<file path="config.mk">
export PLATFORM = sky130hd
export DESIGN_NAME = tape_transport_motion_write_ctrl
export DESIGN_NICKNAME = d
export VERILOG_FILES = /design/src/tape_xport_pkg.sv /design/src/tape_transport_motion_write_ctrl.sv
export VERILOG_INCLUDE_DIRS = /design/src
export SDC_FILE = /design/constraint.sdc
export NUM_CORES = 1
export LEC_CHECK = 0
export ABC_AREA = 0
export BUFFER_PORTS_ARGS = -buffer_cell sky130_fd_sc_hd__buf_2
export CAP_MARGIN = 20
export CORE_UTILIZATION = 39
export DETAILED_ROUTE_END_ITERATION = 8
export HOLD_SLACK_MARGIN = 0.12
export PLACE_DENSITY = 0.63
export SYNTH_ARGS = -nofsm -noshare
export SYNTH_HDL_FRONTEND = slang
export SYNTH_SLANG_ARGS = --single-unit
</file>
<file path="constraint.sdc">
create_clock -name MCLK_I -period 11.2 [get_ports MCLK_I]
set_input_delay 2.24 -clock MCLK_I [delete_from_list [all_inputs] [get_ports MCLK_I]]
set_output_delay 2.24 -clock MCLK_I [all_outputs]
set_load 0.01 [all_outputs]
</file>
<file path="src/tape_xport_map.svh">
// Register offsets, field positions, reset values and timing figures
`ifndef TAPE_XPORT_MAP_SVH
`define TAPE_XPORT_MAP_SVH
// Register offsets
`define REG_CTRL 8'h00
`define REG_PRESET 8'h04
`define REG_NRZI_DIV 8'h08
`define REG_PE_DIV 8'h0C
`define REG_SKEW 8'h10
`define REG_STATUS 8'h14
`define REG_WBUF 8'h18
// Control field: readback source select
`define CTRL_PRESET_SEL 0
// Status word field positions
`define STS_MOTION 0
`define STS_OFF_RUN 2
`define STS_HS_RAMP 3
`define STS_AT_SPEED 4
`define STS_WRITE_EN 5
`define STS_LRC_ARMED 6
`define STS_PHASE 7
`define STS_ONLINE 8
`define STS_SELECTED 9
// Reset values
`define RST_PRESET 9'h000
`define RST_NRZI_DIV 16'h0010
`define RST_PE_DIV 16'h0008
`define RST_SKEW 8'h20
// Timing: clock rate and delays
`define MCLK_KHZ 250000
`define RAMP_DELAY_MS 200
`define ACCEL_MS 8
// Synchroniser vector positions
`define SY_HALT 0
`define SY_LOAD 1
`define SY_AHEAD 2
`define SY_BACK 3
`define SY_SPOOL 4
`define SY_STORE 5
`define SY_PHASE 6
`define SY_WSTRB 7
`define SY_LRC 8
`define SY_ONLINE 9
`define SY_SELECT 10
`define SY_LOADED 11
`define SY_POWER 12
`define SY_REWSW 13
`define SY_DIRSW 14
`define SY_SSSW 15
`define SY_TGA 16
`define SY_TGB 17
`define SY_TWT 18
`define SY_LCOL_SHORT 19
`define SY_LCOL_LONG 20
`define SY_RCOL_SHORT 21
`define SY_RCOL_LONG 22
`define SY_REEL_EN 23
`define SY_RDEDGE 24
`define SY_CTL_W 25
`define SY_WD 25
`define SY_TD 34
`define SY_RD 43
`define SY_W 52
`endif

</file>
<file path="src/tape_xport_pkg.sv">
// Types for the tape transport motion and write control block
`include "tape_xport_map.svh"
package tape_xport_pkg;
  typedef enum logic [1:0] {MOT_STOP, MOT_AHEAD, MOT_BACK, MOT_SPOOL} motion_e;
  typedef struct packed {
    logic [`SY_W-1:0] sync1;
    logic [`SY_W-1:0] sync2;
    logic [`SY_CTL_W-1:0] prev;
    motion_e motion;
    logic off_run;
    logic [31:0] ramp_cnt;
    logic [31:0] accel_cnt;
    logic at_speed;
    logic hs_ramp;
    logic write_en;
    logic lrc_armed;
    logic [8:0] head;
    logic [15:0] wclk_cnt;
    logic wclk;
    logic wclk_o;
    logic [7:0] skew_cnt;
    logic skew_busy;
    logic rstrobe;
    logic [8:0] rd_latch;
    logic [8:0] readback;
    logic preset_sel;
    logic [8:0] preset;
    logic [15:0] nrzi_div;
    logic [15:0] pe_div;
    logic [7:0] skew_dly;
    logic [31:0] rdata;
    logic cap_ahead;
    logic cap_back;
    logic [5:0] reel;
  } state_s;
endpackage
</file>
<file path="src/tape_transport_motion_write_ctrl.sv">
// Tape transport motion command, write buffer, read mux and reel control
`timescale 1ns/100ps
`include "tape_xport_map.svh"
module tape_transport_motion_write_ctrl #(
  parameter int unsigned RAMP_DELAY_CYC = `RAMP_DELAY_MS * `MCLK_KHZ,
  parameter int unsigned ACCEL_CYC = `ACCEL_MS * `MCLK_KHZ
) (
  // Clock, reset, enable
  input wire logic MCLK_I,
  input wire logic RST_I,
  input wire logic CE_I,
  // Register port
  input wire logic [7:0] ADDR_I,
  input wire logic [31:0] WDATA_I,
  input wire logic WR_I,
  input wire logic RD_I,
  output logic [31:0] RDATA_O,
  // Transport state pins
  input wire logic ONLINE_I,
  input wire logic SELECTED_I,
  input wire logic LOADED_I,
  input wire logic POWER_OK_I,
  // Controller motion lines
  input wire logic HALT_OVERRIDE_I,
  input wire logic COMMAND_LOAD_STROBE_I,
  input wire logic AHEAD_REQUEST_I,
  input wire logic BACKWARD_REQUEST_I,
  input wire logic SPOOL_BACK_REQUEST_I,
  // Controller write and read lines
  input wire logic TAPE_STORE_COMMAND_I,
  input wire logic PHASE_MODE_SELECT_I,
  input wire logic WRITE_STROBE_PULSE_I,
  input wire logic PARITY_CHAR_STROBE_I,
  input wire logic [8:0] OUTGOING_TAPE_BYTE_I,
  output logic WRITE_TIMING_CLOCK_O,
  output logic [8:0] READBACK_O,
  output logic NRZI_READ_STROBE_O,
  // Off-line maintenance sources
  input wire logic REWIND_SWITCH_I,
  input wire logic DIRECTION_SWITCH_I,
  input wire logic START_STOP_SWITCH_I,
  input wire logic TEST_GEN_PULSE_A_I,
  input wire logic TEST_GEN_PULSE_B_I,
  input wire logic TEST_WRITE_TRIGGER_I,
  input wire logic [8:0] TEST_DATA_I,
  // Read amplifier
  input wire logic [8:0] TAPE_READ_DATA_I,
  input wire logic TAPE_READ_EDGE_I,
  // Vacuum column switches and reel enable
  input wire logic LEFT_COL_SHORT_I,
  input wire logic LEFT_COL_LONG_I,
  input wire logic RIGHT_COL_SHORT_I,
  input wire logic RIGHT_COL_LONG_I,
  input wire logic SPOOL_DRIVE_ENABLE_I,
  // Capstan commands
  output logic CAPSTAN_AHEAD_CMD_O,
  output logic BACKWARD_OR_SPOOLBACK_CMD_O,
  output logic HIGH_SPEED_RAMP_CMD_O,
  // Reel brakes and motors
  output logic UPPER_BRAKE_O,
  output logic UPPER_MOTOR_FILL_O,
  output logic UPPER_MOTOR_TAKE_O,
  output logic LOWER_BRAKE_O,
  output logic LOWER_MOTOR_FILL_O,
  output logic LOWER_MOTOR_TAKE_O,
  // Write head drive
  output logic WRITE_ENABLE_O,
  output logic [8:0] WRITE_HEAD_O
);

  tape_xport_pkg::state_s q;
  tape_xport_pkg::state_s d;
  logic [`SY_W-1:0] sy;
  logic [`SY_CTL_W-1:0] rise;
  logic on_sel;
  logic ss_toggle;
  logic tick;
  logic rec;
  logic [8:0] wdata;
  logic [15:0] div;
  logic moving;
  logic fast;
  logic [31:0] status;

  // Reel loop control: returns brake, fill, take
  function automatic logic [2:0] reel_ctl(input logic short_loop, input logic long_loop,
                                          input logic pay_out, input logic hi_speed,
                                          input logic run, input logic enable);
    logic [2:0] r;
    r = 3'h0;
    if (!enable) begin
      r = 3'h4;
    end else if (short_loop) begin
      r = 3'h2;
    end else if (long_loop) begin
      r = 3'h1;
    end else if (hi_speed) begin
      r = pay_out ? 3'h2 : 3'h1;
    end else if (!run) begin
      r = 3'h4;
    end
    return r;
  endfunction

  // Off-line jog direction from the direction switch
  function automatic tape_xport_pkg::motion_e jog_dir(input logic reverse);
    return reverse ? tape_xport_pkg::MOT_BACK : tape_xport_pkg::MOT_AHEAD;
  endfunction

  // Saturating run-time counter
  function automatic logic [31:0] sat_inc(input logic [31:0] v, input logic [31:0] lim);
    logic [31:0] r;
    r = v;
    if (v < lim) begin
      r = v + 32'h0000_0001;
    end
    return r;
  endfunction

  // Motion request lines to a command; no line means stop
  function automatic tape_xport_pkg::motion_e req_decode(input logic ahead, input logic back,
                                                          input logic spool);
    tape_xport_pkg::motion_e m;
    m = tape_xport_pkg::MOT_STOP;
    if (ahead) begin
      m = tape_xport_pkg::MOT_AHEAD;
    end else if (back) begin
      m = tape_xport_pkg::MOT_BACK;
    end else if (spool) begin
      m = tape_xport_pkg::MOT_SPOOL;
    end
    return m;
  endfunction

  // Next-state logic
  always_comb begin
    d = q;
    d.rdata = 32'h0000_0000;
    d.rstrobe = 1'b0;
    // Two-stage synchronisers for every pin except the register port, clock enable and reset
    // Only the second stage is ever read by logic
    d.sync1 = {TAPE_READ_DATA_I, TEST_DATA_I, OUTGOING_TAPE_BYTE_I, TAPE_READ_EDGE_I,
               SPOOL_DRIVE_ENABLE_I, RIGHT_COL_LONG_I, RIGHT_COL_SHORT_I, LEFT_COL_LONG_I,
               LEFT_COL_SHORT_I, TEST_WRITE_TRIGGER_I, TEST_GEN_PULSE_B_I, TEST_GEN_PULSE_A_I,
               START_STOP_SWITCH_I, DIRECTION_SWITCH_I, REWIND_SWITCH_I, POWER_OK_I,
               LOADED_I, SELECTED_I, ONLINE_I, PARITY_CHAR_STROBE_I, WRITE_STROBE_PULSE_I,
               PHASE_MODE_SELECT_I, TAPE_STORE_COMMAND_I, SPOOL_BACK_REQUEST_I,
               BACKWARD_REQUEST_I, AHEAD_REQUEST_I, COMMAND_LOAD_STROBE_I, HALT_OVERRIDE_I};
    d.sync2 = q.sync1;
    sy = q.sync2;
    d.prev = sy[`SY_CTL_W-1:0];
    rise = sy[`SY_CTL_W-1:0] & ~q.prev;
    on_sel = sy[`SY_ONLINE] & sy[`SY_SELECT];
    // A start/stop switch change or a test pulse rise flips the run state
    ss_toggle = (sy[`SY_SSSW] ^ q.prev[`SY_SSSW]) | rise[`SY_TGA] | rise[`SY_TGB];

    // Motion command capture
    if (on_sel) begin
      if (rise[`SY_LOAD] && !sy[`SY_HALT]) begin
        d.motion = req_decode(sy[`SY_AHEAD], sy[`SY_BACK], sy[`SY_SPOOL]);
        d.write_en = sy[`SY_STORE];
        d.lrc_armed = 1'b0;
      end
      d.off_run = 1'b0;
    end else if (!sy[`SY_ONLINE]) begin
      if (rise[`SY_REWSW]) begin
        d.motion = tape_xport_pkg::MOT_SPOOL;
        d.off_run = 1'b0;
      end else if (ss_toggle) begin
        d.off_run = ~q.off_run;
        d.motion = tape_xport_pkg::MOT_STOP;
        if (!q.off_run) begin
          d.motion = jog_dir(sy[`SY_DIRSW]);
        end
      end else if (q.off_run) begin
        d.motion = jog_dir(sy[`SY_DIRSW]);
      end
      d.write_en = sy[`SY_TWT];
      d.lrc_armed = 1'b0;
    end
    // Held command otherwise; halt wins over everything
    // Halt acts only for the selected on-line drive
    if (on_sel && sy[`SY_HALT]) begin
      d.motion = tape_xport_pkg::MOT_STOP;
      d.off_run = 1'b0;
    end

    // Rewind ramp delay and acceleration timers
    d.ramp_cnt = 32'h0000_0000;
    if (q.motion == tape_xport_pkg::MOT_SPOOL && d.motion == tape_xport_pkg::MOT_SPOOL) begin
      d.ramp_cnt = sat_inc(q.ramp_cnt, RAMP_DELAY_CYC);
    end
    d.accel_cnt = 32'h0000_0000;
    if (q.motion != tape_xport_pkg::MOT_STOP && d.motion != tape_xport_pkg::MOT_STOP) begin
      d.accel_cnt = sat_inc(q.accel_cnt, ACCEL_CYC);
    end
    d.at_speed = (d.accel_cnt >= ACCEL_CYC);

    // Capstan command lines
    d.cap_ahead = (d.motion == tape_xport_pkg::MOT_AHEAD);
    d.cap_back = (d.motion == tape_xport_pkg::MOT_BACK) ||
                 (d.motion == tape_xport_pkg::MOT_SPOOL);
    d.hs_ramp = (d.ramp_cnt >= RAMP_DELAY_CYC);

    // Reel motors and brakes per column
    // Column switches override; idle reels brake
    moving = (q.motion != tape_xport_pkg::MOT_STOP);
    fast = q.hs_ramp;
    d.reel[5:3] = reel_ctl(sy[`SY_LCOL_SHORT], sy[`SY_LCOL_LONG], q.cap_ahead, fast, moving,
                           sy[`SY_REEL_EN]);
    d.reel[2:0] = reel_ctl(sy[`SY_RCOL_SHORT], sy[`SY_RCOL_LONG], q.cap_back, fast, moving,
                           sy[`SY_REEL_EN]);

    // Write timing clock divider, rate by phase mode
    // Held low with the counter cleared to zero whenever the drive is not ready
    div = sy[`SY_PHASE] ? q.pe_div : q.nrzi_div;
    tick = 1'b0;
    if (sy[`SY_POWER] && sy[`SY_LOADED] && q.at_speed) begin
      if (q.wclk_cnt == 16'h0000) begin
        d.wclk_cnt = div;
        d.wclk = ~q.wclk;
        tick = ~q.wclk;
      end else begin
        d.wclk_cnt = q.wclk_cnt - 16'h0001;
      end
    end else begin
      d.wclk_cnt = 16'h0000;
      d.wclk = 1'b0;
    end
    d.wclk_o = d.wclk & sy[`SY_ONLINE];

    // Record pulses: controller strobe or test generator
    // Off-line the internal write clock paces the test writer
    if (sy[`SY_ONLINE]) begin
      rec = rise[`SY_WSTRB] & q.write_en;
      wdata = sy[`SY_WD +: 9];
    end else begin
      rec = tick & q.write_en & sy[`SY_TWT];
      wdata = sy[`SY_TD +: 9];
    end
    if (rec) begin
      if (sy[`SY_PHASE]) begin
        d.head = wdata;
      end else if (q.lrc_armed) begin
        d.head = 9'h000;
        d.lrc_armed = 1'b0;
      end else begin
        d.head = q.head ^ wdata;
      end
    end

    // Parity character strobe, NRZI on-line only
    // After the record pulse, so a new strobe wins over the clear
    if (rise[`SY_LRC] && !sy[`SY_PHASE] && sy[`SY_ONLINE] && q.write_en) begin
      d.lrc_armed = 1'b1;
    end

    // Read path: skew window and strobe in NRZI
    // The window hides skew between tracks before sampling
    if (sy[`SY_PHASE]) begin
      d.skew_busy = 1'b0;
      d.rd_latch = sy[`SY_RD +: 9];
    end else if (q.skew_busy) begin
      if (q.skew_cnt == 8'h00) begin
        d.skew_busy = 1'b0;
        d.rstrobe = 1'b1;
        d.rd_latch = sy[`SY_RD +: 9];
      end else begin
        d.skew_cnt = q.skew_cnt - 8'h01;
      end
    end else if (rise[`SY_RDEDGE]) begin
      d.skew_busy = 1'b1;
      d.skew_cnt = q.skew_dly;
    end
    d.readback = q.preset_sel ? q.preset : d.rd_latch;

    // Register writes
    // Unmapped addresses leave every register alone
    if (WR_I) begin
      case (ADDR_I)
        `REG_CTRL: d.preset_sel = WDATA_I[`CTRL_PRESET_SEL];
        `REG_PRESET: d.preset = WDATA_I[8:0];
        `REG_NRZI_DIV: d.nrzi_div = WDATA_I[15:0];
        `REG_PE_DIV: d.pe_div = WDATA_I[15:0];
        `REG_SKEW: d.skew_dly = WDATA_I[7:0];
        default: d.preset_sel = q.preset_sel;
      endcase
    end
    // Status word, one field at a time
    status = 32'h0000_0000;
    status[`STS_MOTION +: 2] = q.motion;
    status[`STS_OFF_RUN] = q.off_run;
    status[`STS_HS_RAMP] = q.hs_ramp;
    status[`STS_AT_SPEED] = q.at_speed;
    status[`STS_WRITE_EN] = q.write_en;
    status[`STS_LRC_ARMED] = q.lrc_armed;
    status[`STS_PHASE] = sy[`SY_PHASE];
    status[`STS_ONLINE] = sy[`SY_ONLINE];
    status[`STS_SELECTED] = sy[`SY_SELECT];
    // Register reads, data in the next cycle
    if (RD_I) begin
      case (ADDR_I)
        `REG_CTRL: d.rdata = {31'h0000_0000, q.preset_sel};
        `REG_PRESET: d.rdata = {23'h00_0000, q.preset};
        `REG_NRZI_DIV: d.rdata = {16'h0000, q.nrzi_div};
        `REG_PE_DIV: d.rdata = {16'h0000, q.pe_div};
        `REG_SKEW: d.rdata = {24'h00_0000, q.skew_dly};
        `REG_STATUS: d.rdata = status;
        `REG_WBUF: d.rdata = {23'h00_0000, q.head};
        default: d.rdata = 32'h0000_0000;
      endcase
    end
  end

  // State register
  // Everything holds its value while the clock enable is low
  always_ff @(posedge MCLK_I or posedge RST_I) begin
    if (RST_I) begin
      q <= '0;
      q.motion <= tape_xport_pkg::MOT_STOP;
      q.preset <= `RST_PRESET;
      q.nrzi_div <= `RST_NRZI_DIV;
      q.pe_div <= `RST_PE_DIV;
      q.skew_dly <= `RST_SKEW;
    end else if (CE_I) begin
      q <= d;
    end
  end

  // Outputs straight from state flops
  assign RDATA_O = q.rdata;
  assign WRITE_TIMING_CLOCK_O = q.wclk_o;
  assign READBACK_O = q.readback;
  assign NRZI_READ_STROBE_O = q.rstrobe;
  // Capstan lines
  assign CAPSTAN_AHEAD_CMD_O = q.cap_ahead;
  assign BACKWARD_OR_SPOOLBACK_CMD_O = q.cap_back;
  assign HIGH_SPEED_RAMP_CMD_O = q.hs_ramp;
  // Reel brakes and motors
  assign UPPER_BRAKE_O = q.reel[5];
  assign UPPER_MOTOR_FILL_O = q.reel[4];
  assign UPPER_MOTOR_TAKE_O = q.reel[3];
  assign LOWER_BRAKE_O = q.reel[2];
  assign LOWER_MOTOR_FILL_O = q.reel[1];
  assign LOWER_MOTOR_TAKE_O = q.reel[0];
  // Write path
  assign WRITE_ENABLE_O = q.write_en;
  assign WRITE_HEAD_O = q.head;

endmodule

</file>
==> summary.md <==
| Metric | Value |
|---|---|
| Slew Limit Fails | `0` |
| Detailed-route DRC error count | `0` |
| Leak | `slightly below 0.008 µW` |
| Run status | `finished clean` |
| Synth top area share | `50.93%` |
| Simple-gate share of the synthesized area | `about an eighth` |
| Core Region | `between 30000 and 40000 µm²` |
| Cells after synthesis | `around 1400` |
| Overall Global Routing Usage | `a little under a fifth` |
| Worst path cell trace | `buf_6 > buf_4 > clkinv_1 > buf_4 > or2_1 > or4_1 > nand2_1` |
| RSZ-0062 raised after global routing | `no` |
| # fillers | `around 3600` |
| Adder-Cell Fraction of Synth Area | `less than 1%` |
| Largest family of logic cells by synthesized area | `multiplexers` |
| Synthesis-stage register bit count | `roughly 310` |
| Fraction of registers with async set/reset | `100.0%` |
| Post-DP HPWL | `approximately 24000 µm` |
| Cell Rows | `71` |
| Worst-Margin Slew | `about 1100 ps` |
| DR pass1 iterations | `6` |
| Worst IR drop on VDD | `approximately 120 µV` |
| Most frequent CP cell | `buf_4` |
| CTS Buffer Depth | `3` |
| Grt total ovfl | `0` |
| Final wirelength | `35750 µm` |
| Final Hold Viols | `0` |
| Root buf cell | `clkbuf_16` |
| CP Data Required Time | `approximately 12000 ps` |
| Largest cells by area after synthesis | `dfrtp_1, mux2_2, nand2_1` |
| Worst-Skew Late Latency | `530 ps` |
| Die area | `between 30000 and 40000 µm²` |
| Max Clock Freq | `approximately 220 MHz` |
| Setup crit start kind | `input pin` |
| Placed insts | `around 1900` |
| Setup crit end kind | `flop` |
| Setup CP Type | `in2reg` |
| Type of the tightest min-delay check | `reg2reg` |
| Most instantiated library cell after synthesis | `dfrtp_1` |
| Storage cell area | `7811 µm²` |
| Yosys warnings | `0` |
| Initial drt markers | `~730` |
| IO Pins | `roughly 160` |
| Chip height | `between 150 and 200 µm` |
| Nets@finish | `around 1600` |
| WL/cell | `between 15 and 20 µm` |
| Final setup fails | `0` |
| Cell taking the most area after synthesis | `dfrtp_1` |
| Clock Sink Count | `about 310` |
| Worst rel slew slack | `between 20% and 30%` |
| Hold buffers post-CTS | `0` |
| Via count | `approximately 11000` |
| CTS clk-pin slew, worst paths | `~50 ps` |
| Mux cell area share after synthesis | `approximately 16%` |
| Xor and xnor area share after synthesis | `between 1 and 1.5%` |
| Detail Route Antenna Nets | `0` |
| Multi-input gate area | `around 6700 µm²` |
| Fin Setup TNS | `0 ps` |
| CP delay by family, top | `buffers and inverters` |
| CP Buf/Inv Count | `4` |
| Max-Cap Viols | `0` |
| CTS-repair resized insts | `0` |
| Fin cells | `about 2000` |
| Commonest cells post-synth | `dfrtp_1, mux2_2, nand2_1` |
| Cell Area, Synth | `approximately 15000 µm²` |
| Setup Buffers After CTS | `0` |
| Die Span X | `roughly 200 µm` |
| Crit path max fanout | `88` |
| Vias per Instance | `5.486` |
| Clk_skew | `between 10 and 15 ps` |
| Period utilization | `about two fifths` |
| Post-synthesis sequential area ratio | `between 50% and 60%` |
| Initial core utilization | `39.93%` |
| Largest net degree at the start of global routing | `194` |
| CTS buffer count | `37` |
| Post-synth EDFFs | `0` |
| PortBufs | `about 130` |
| Area delta synth->final | `13.96%` |
| Arr. time, crit path | `5020 ps` |
| Initial antenna violation count | `3` |
| Mapped Avg Cell Area | `~11 µm²` |
| Final Critical Period | `between 4000 and 5000 ps` |
| Post-synth top flop | `dfrtp_1` |
| Layout cells sized above 1 | `around a quarter` |
| First-pass GRT wire length | `58450 µm` |
| Yosys cell types | `just under 80` |
| Vias in the first global route | `around 11000` |
| Compound-Gate Fraction of Synth Area | `a little over an eighth` |
| H-tree depth | `2` |
| Critical path's largest stage delay | `~600 ps` |
| TritonCTS clock tree | `built` |
| CP max stage cell | `buf_4` |
| RD Place Congestion | `approximately 0.88` |
| Pwr/cell area | `approximately 180 nW/µm²` |
-- sequential cells by signal (all words and copies together), names as in the netlist --
| signal | flops |
|---|---|
| RDATA_O | 16 |
| UPPER_BRAKE_O | 1 |
| LOWER_MOTOR_TAKE_O | 1 |
| d | 52 |
| UPPER_MOTOR_FILL_O | 1 |
| LOWER_BRAKE_O | 1 |
| UPPER_MOTOR_TAKE_O | 1 |
| BACKWARD_OR_SPOOLBACK_CMD_O | 1 |
| sy | 52 |
| CAPSTAN_AHEAD_CMD_O | 1 |
| READBACK_O | 9 |
| q | 162 |
| NRZI_READ_STROBE_O | 1 |
| WRITE_HEAD_O | 9 |
| WRITE_ENABLE_O | 1 |
| WRITE_TIMING_CLOCK_O | 1 |
| HIGH_SPEED_RAMP_CMD_O | 1 |
| LOWER_MOTOR_FILL_O | 1 |
-- path summary, 6_finish.rpt --
| path | slack (ps) | depth (start not counted) | end | from |
|---|---|---|---|---|
| setup / recovery | 6640 | 7 | q[191] | CE_I |
| hold / removal | 480 | 1 | RDATA_O[3] | RDATA_O[3] |
| setup reg to reg | 7570 | 10 | WRITE_HEAD_O[2] | q[130] |
| hold reg to reg | 480 | 1 | RDATA_O[3] | RDATA_O[3] |
| max in group asynchronous | 7740 | 3 | sy[41] | RST_I |
| min in group asynchronous | 1870 | 2 | d[256] | RST_I |
-- layer usage --
metal	wire (µm)	part of all wire [%]	global-route usage (%)	vias up
met5	21	0.059	0	-
met4	1038	2.9	6.410	4
met1	16570	46	25.79	5439
met2	16050	45	28.20	262
met3	2066	5.8	4.321	70
li1	-	-	-	5181
-- worst register-to-register path, delay by kind of cell (launching register included) --
kind / cells / cell delay, ps
DFF: 1 / 440
and+or+nand+nor: 6 / 2300
adders and majority gates: 1 / 260
AOI/OAI and AO/OA: 3 / 530
-- cell type report --
class,count,share of cell area (%)
timing repair buffer,134,4.100
inverter,29,0.6725
clock buffer,53,6.580
tap,511,3.695
antenna,1,0.01446
sequential,312,45.14
multi-input combinational,942,38.55
clock inverter,15,1.244
-- cell families (layout without fill, tap and decap cells) --
| family | Yosys count | after routing |
|---|---|---|
| AND/OR/NAND/NOR | 380 | 380 |
| adder cells (fa/ha/maj) | 6 | 6 |
| flip-flops | 312 | 312 |
| XOR/XNOR | 22 | 22 |
| other | 1 | 17 |
| multiplexers | 216 | 216 |
| AO/OA/AOI/OAI | 302 | 302 |
| buffers and inverters | 149 | 231 |
-- power by group --
| group | switching (µW) | leakage [µW] | total (µW) | internal (µW) |
|---|---|---|---|---|
| Combinational | 232 | 0.00307 | 425 | 194 |
| Clock | 482 | 0.000668 | 1310 | 825 |
| Sequential | 122 | 0.00397 | 1370 | 1250 |
-- stage by stage --
step                      worst slack [ps]  hold WS, ps  area (µm²)  util, %  total power, µW
after floorplan                      335.5        441.5       15240        -             1697
after detailed placement              6137        463.5       15950    41.94             1823
after global routing                  6475        495.8       17300    45.50             3249
after global placement                6165        456.8       15950    41.94             1803
final                                 6638        476.8       17300    45.51             3105
after CTS                             6701        481.4       17300    45.50             3139
-- cells in the final DEF (no fill, tap or decap), drive strengths merged, types with 17 or more instances in the layout --
cell     netlist  layout
dfrtp        309     309
mux2         179     179
buf           57     134
nand2        123     123
o21ai         98      98
nor2          68      68
clkbuf        63      53
mux2i         37      37
a21oi         34      34
nand3         32      32
nor3          30      30
inv           28      30
a22oi         26      26
and3          23      23
and2          22      22
o2bb2ai       21      21
a31oi         18      18
nand4         17      17
Power figures use the tool's default switching activity.
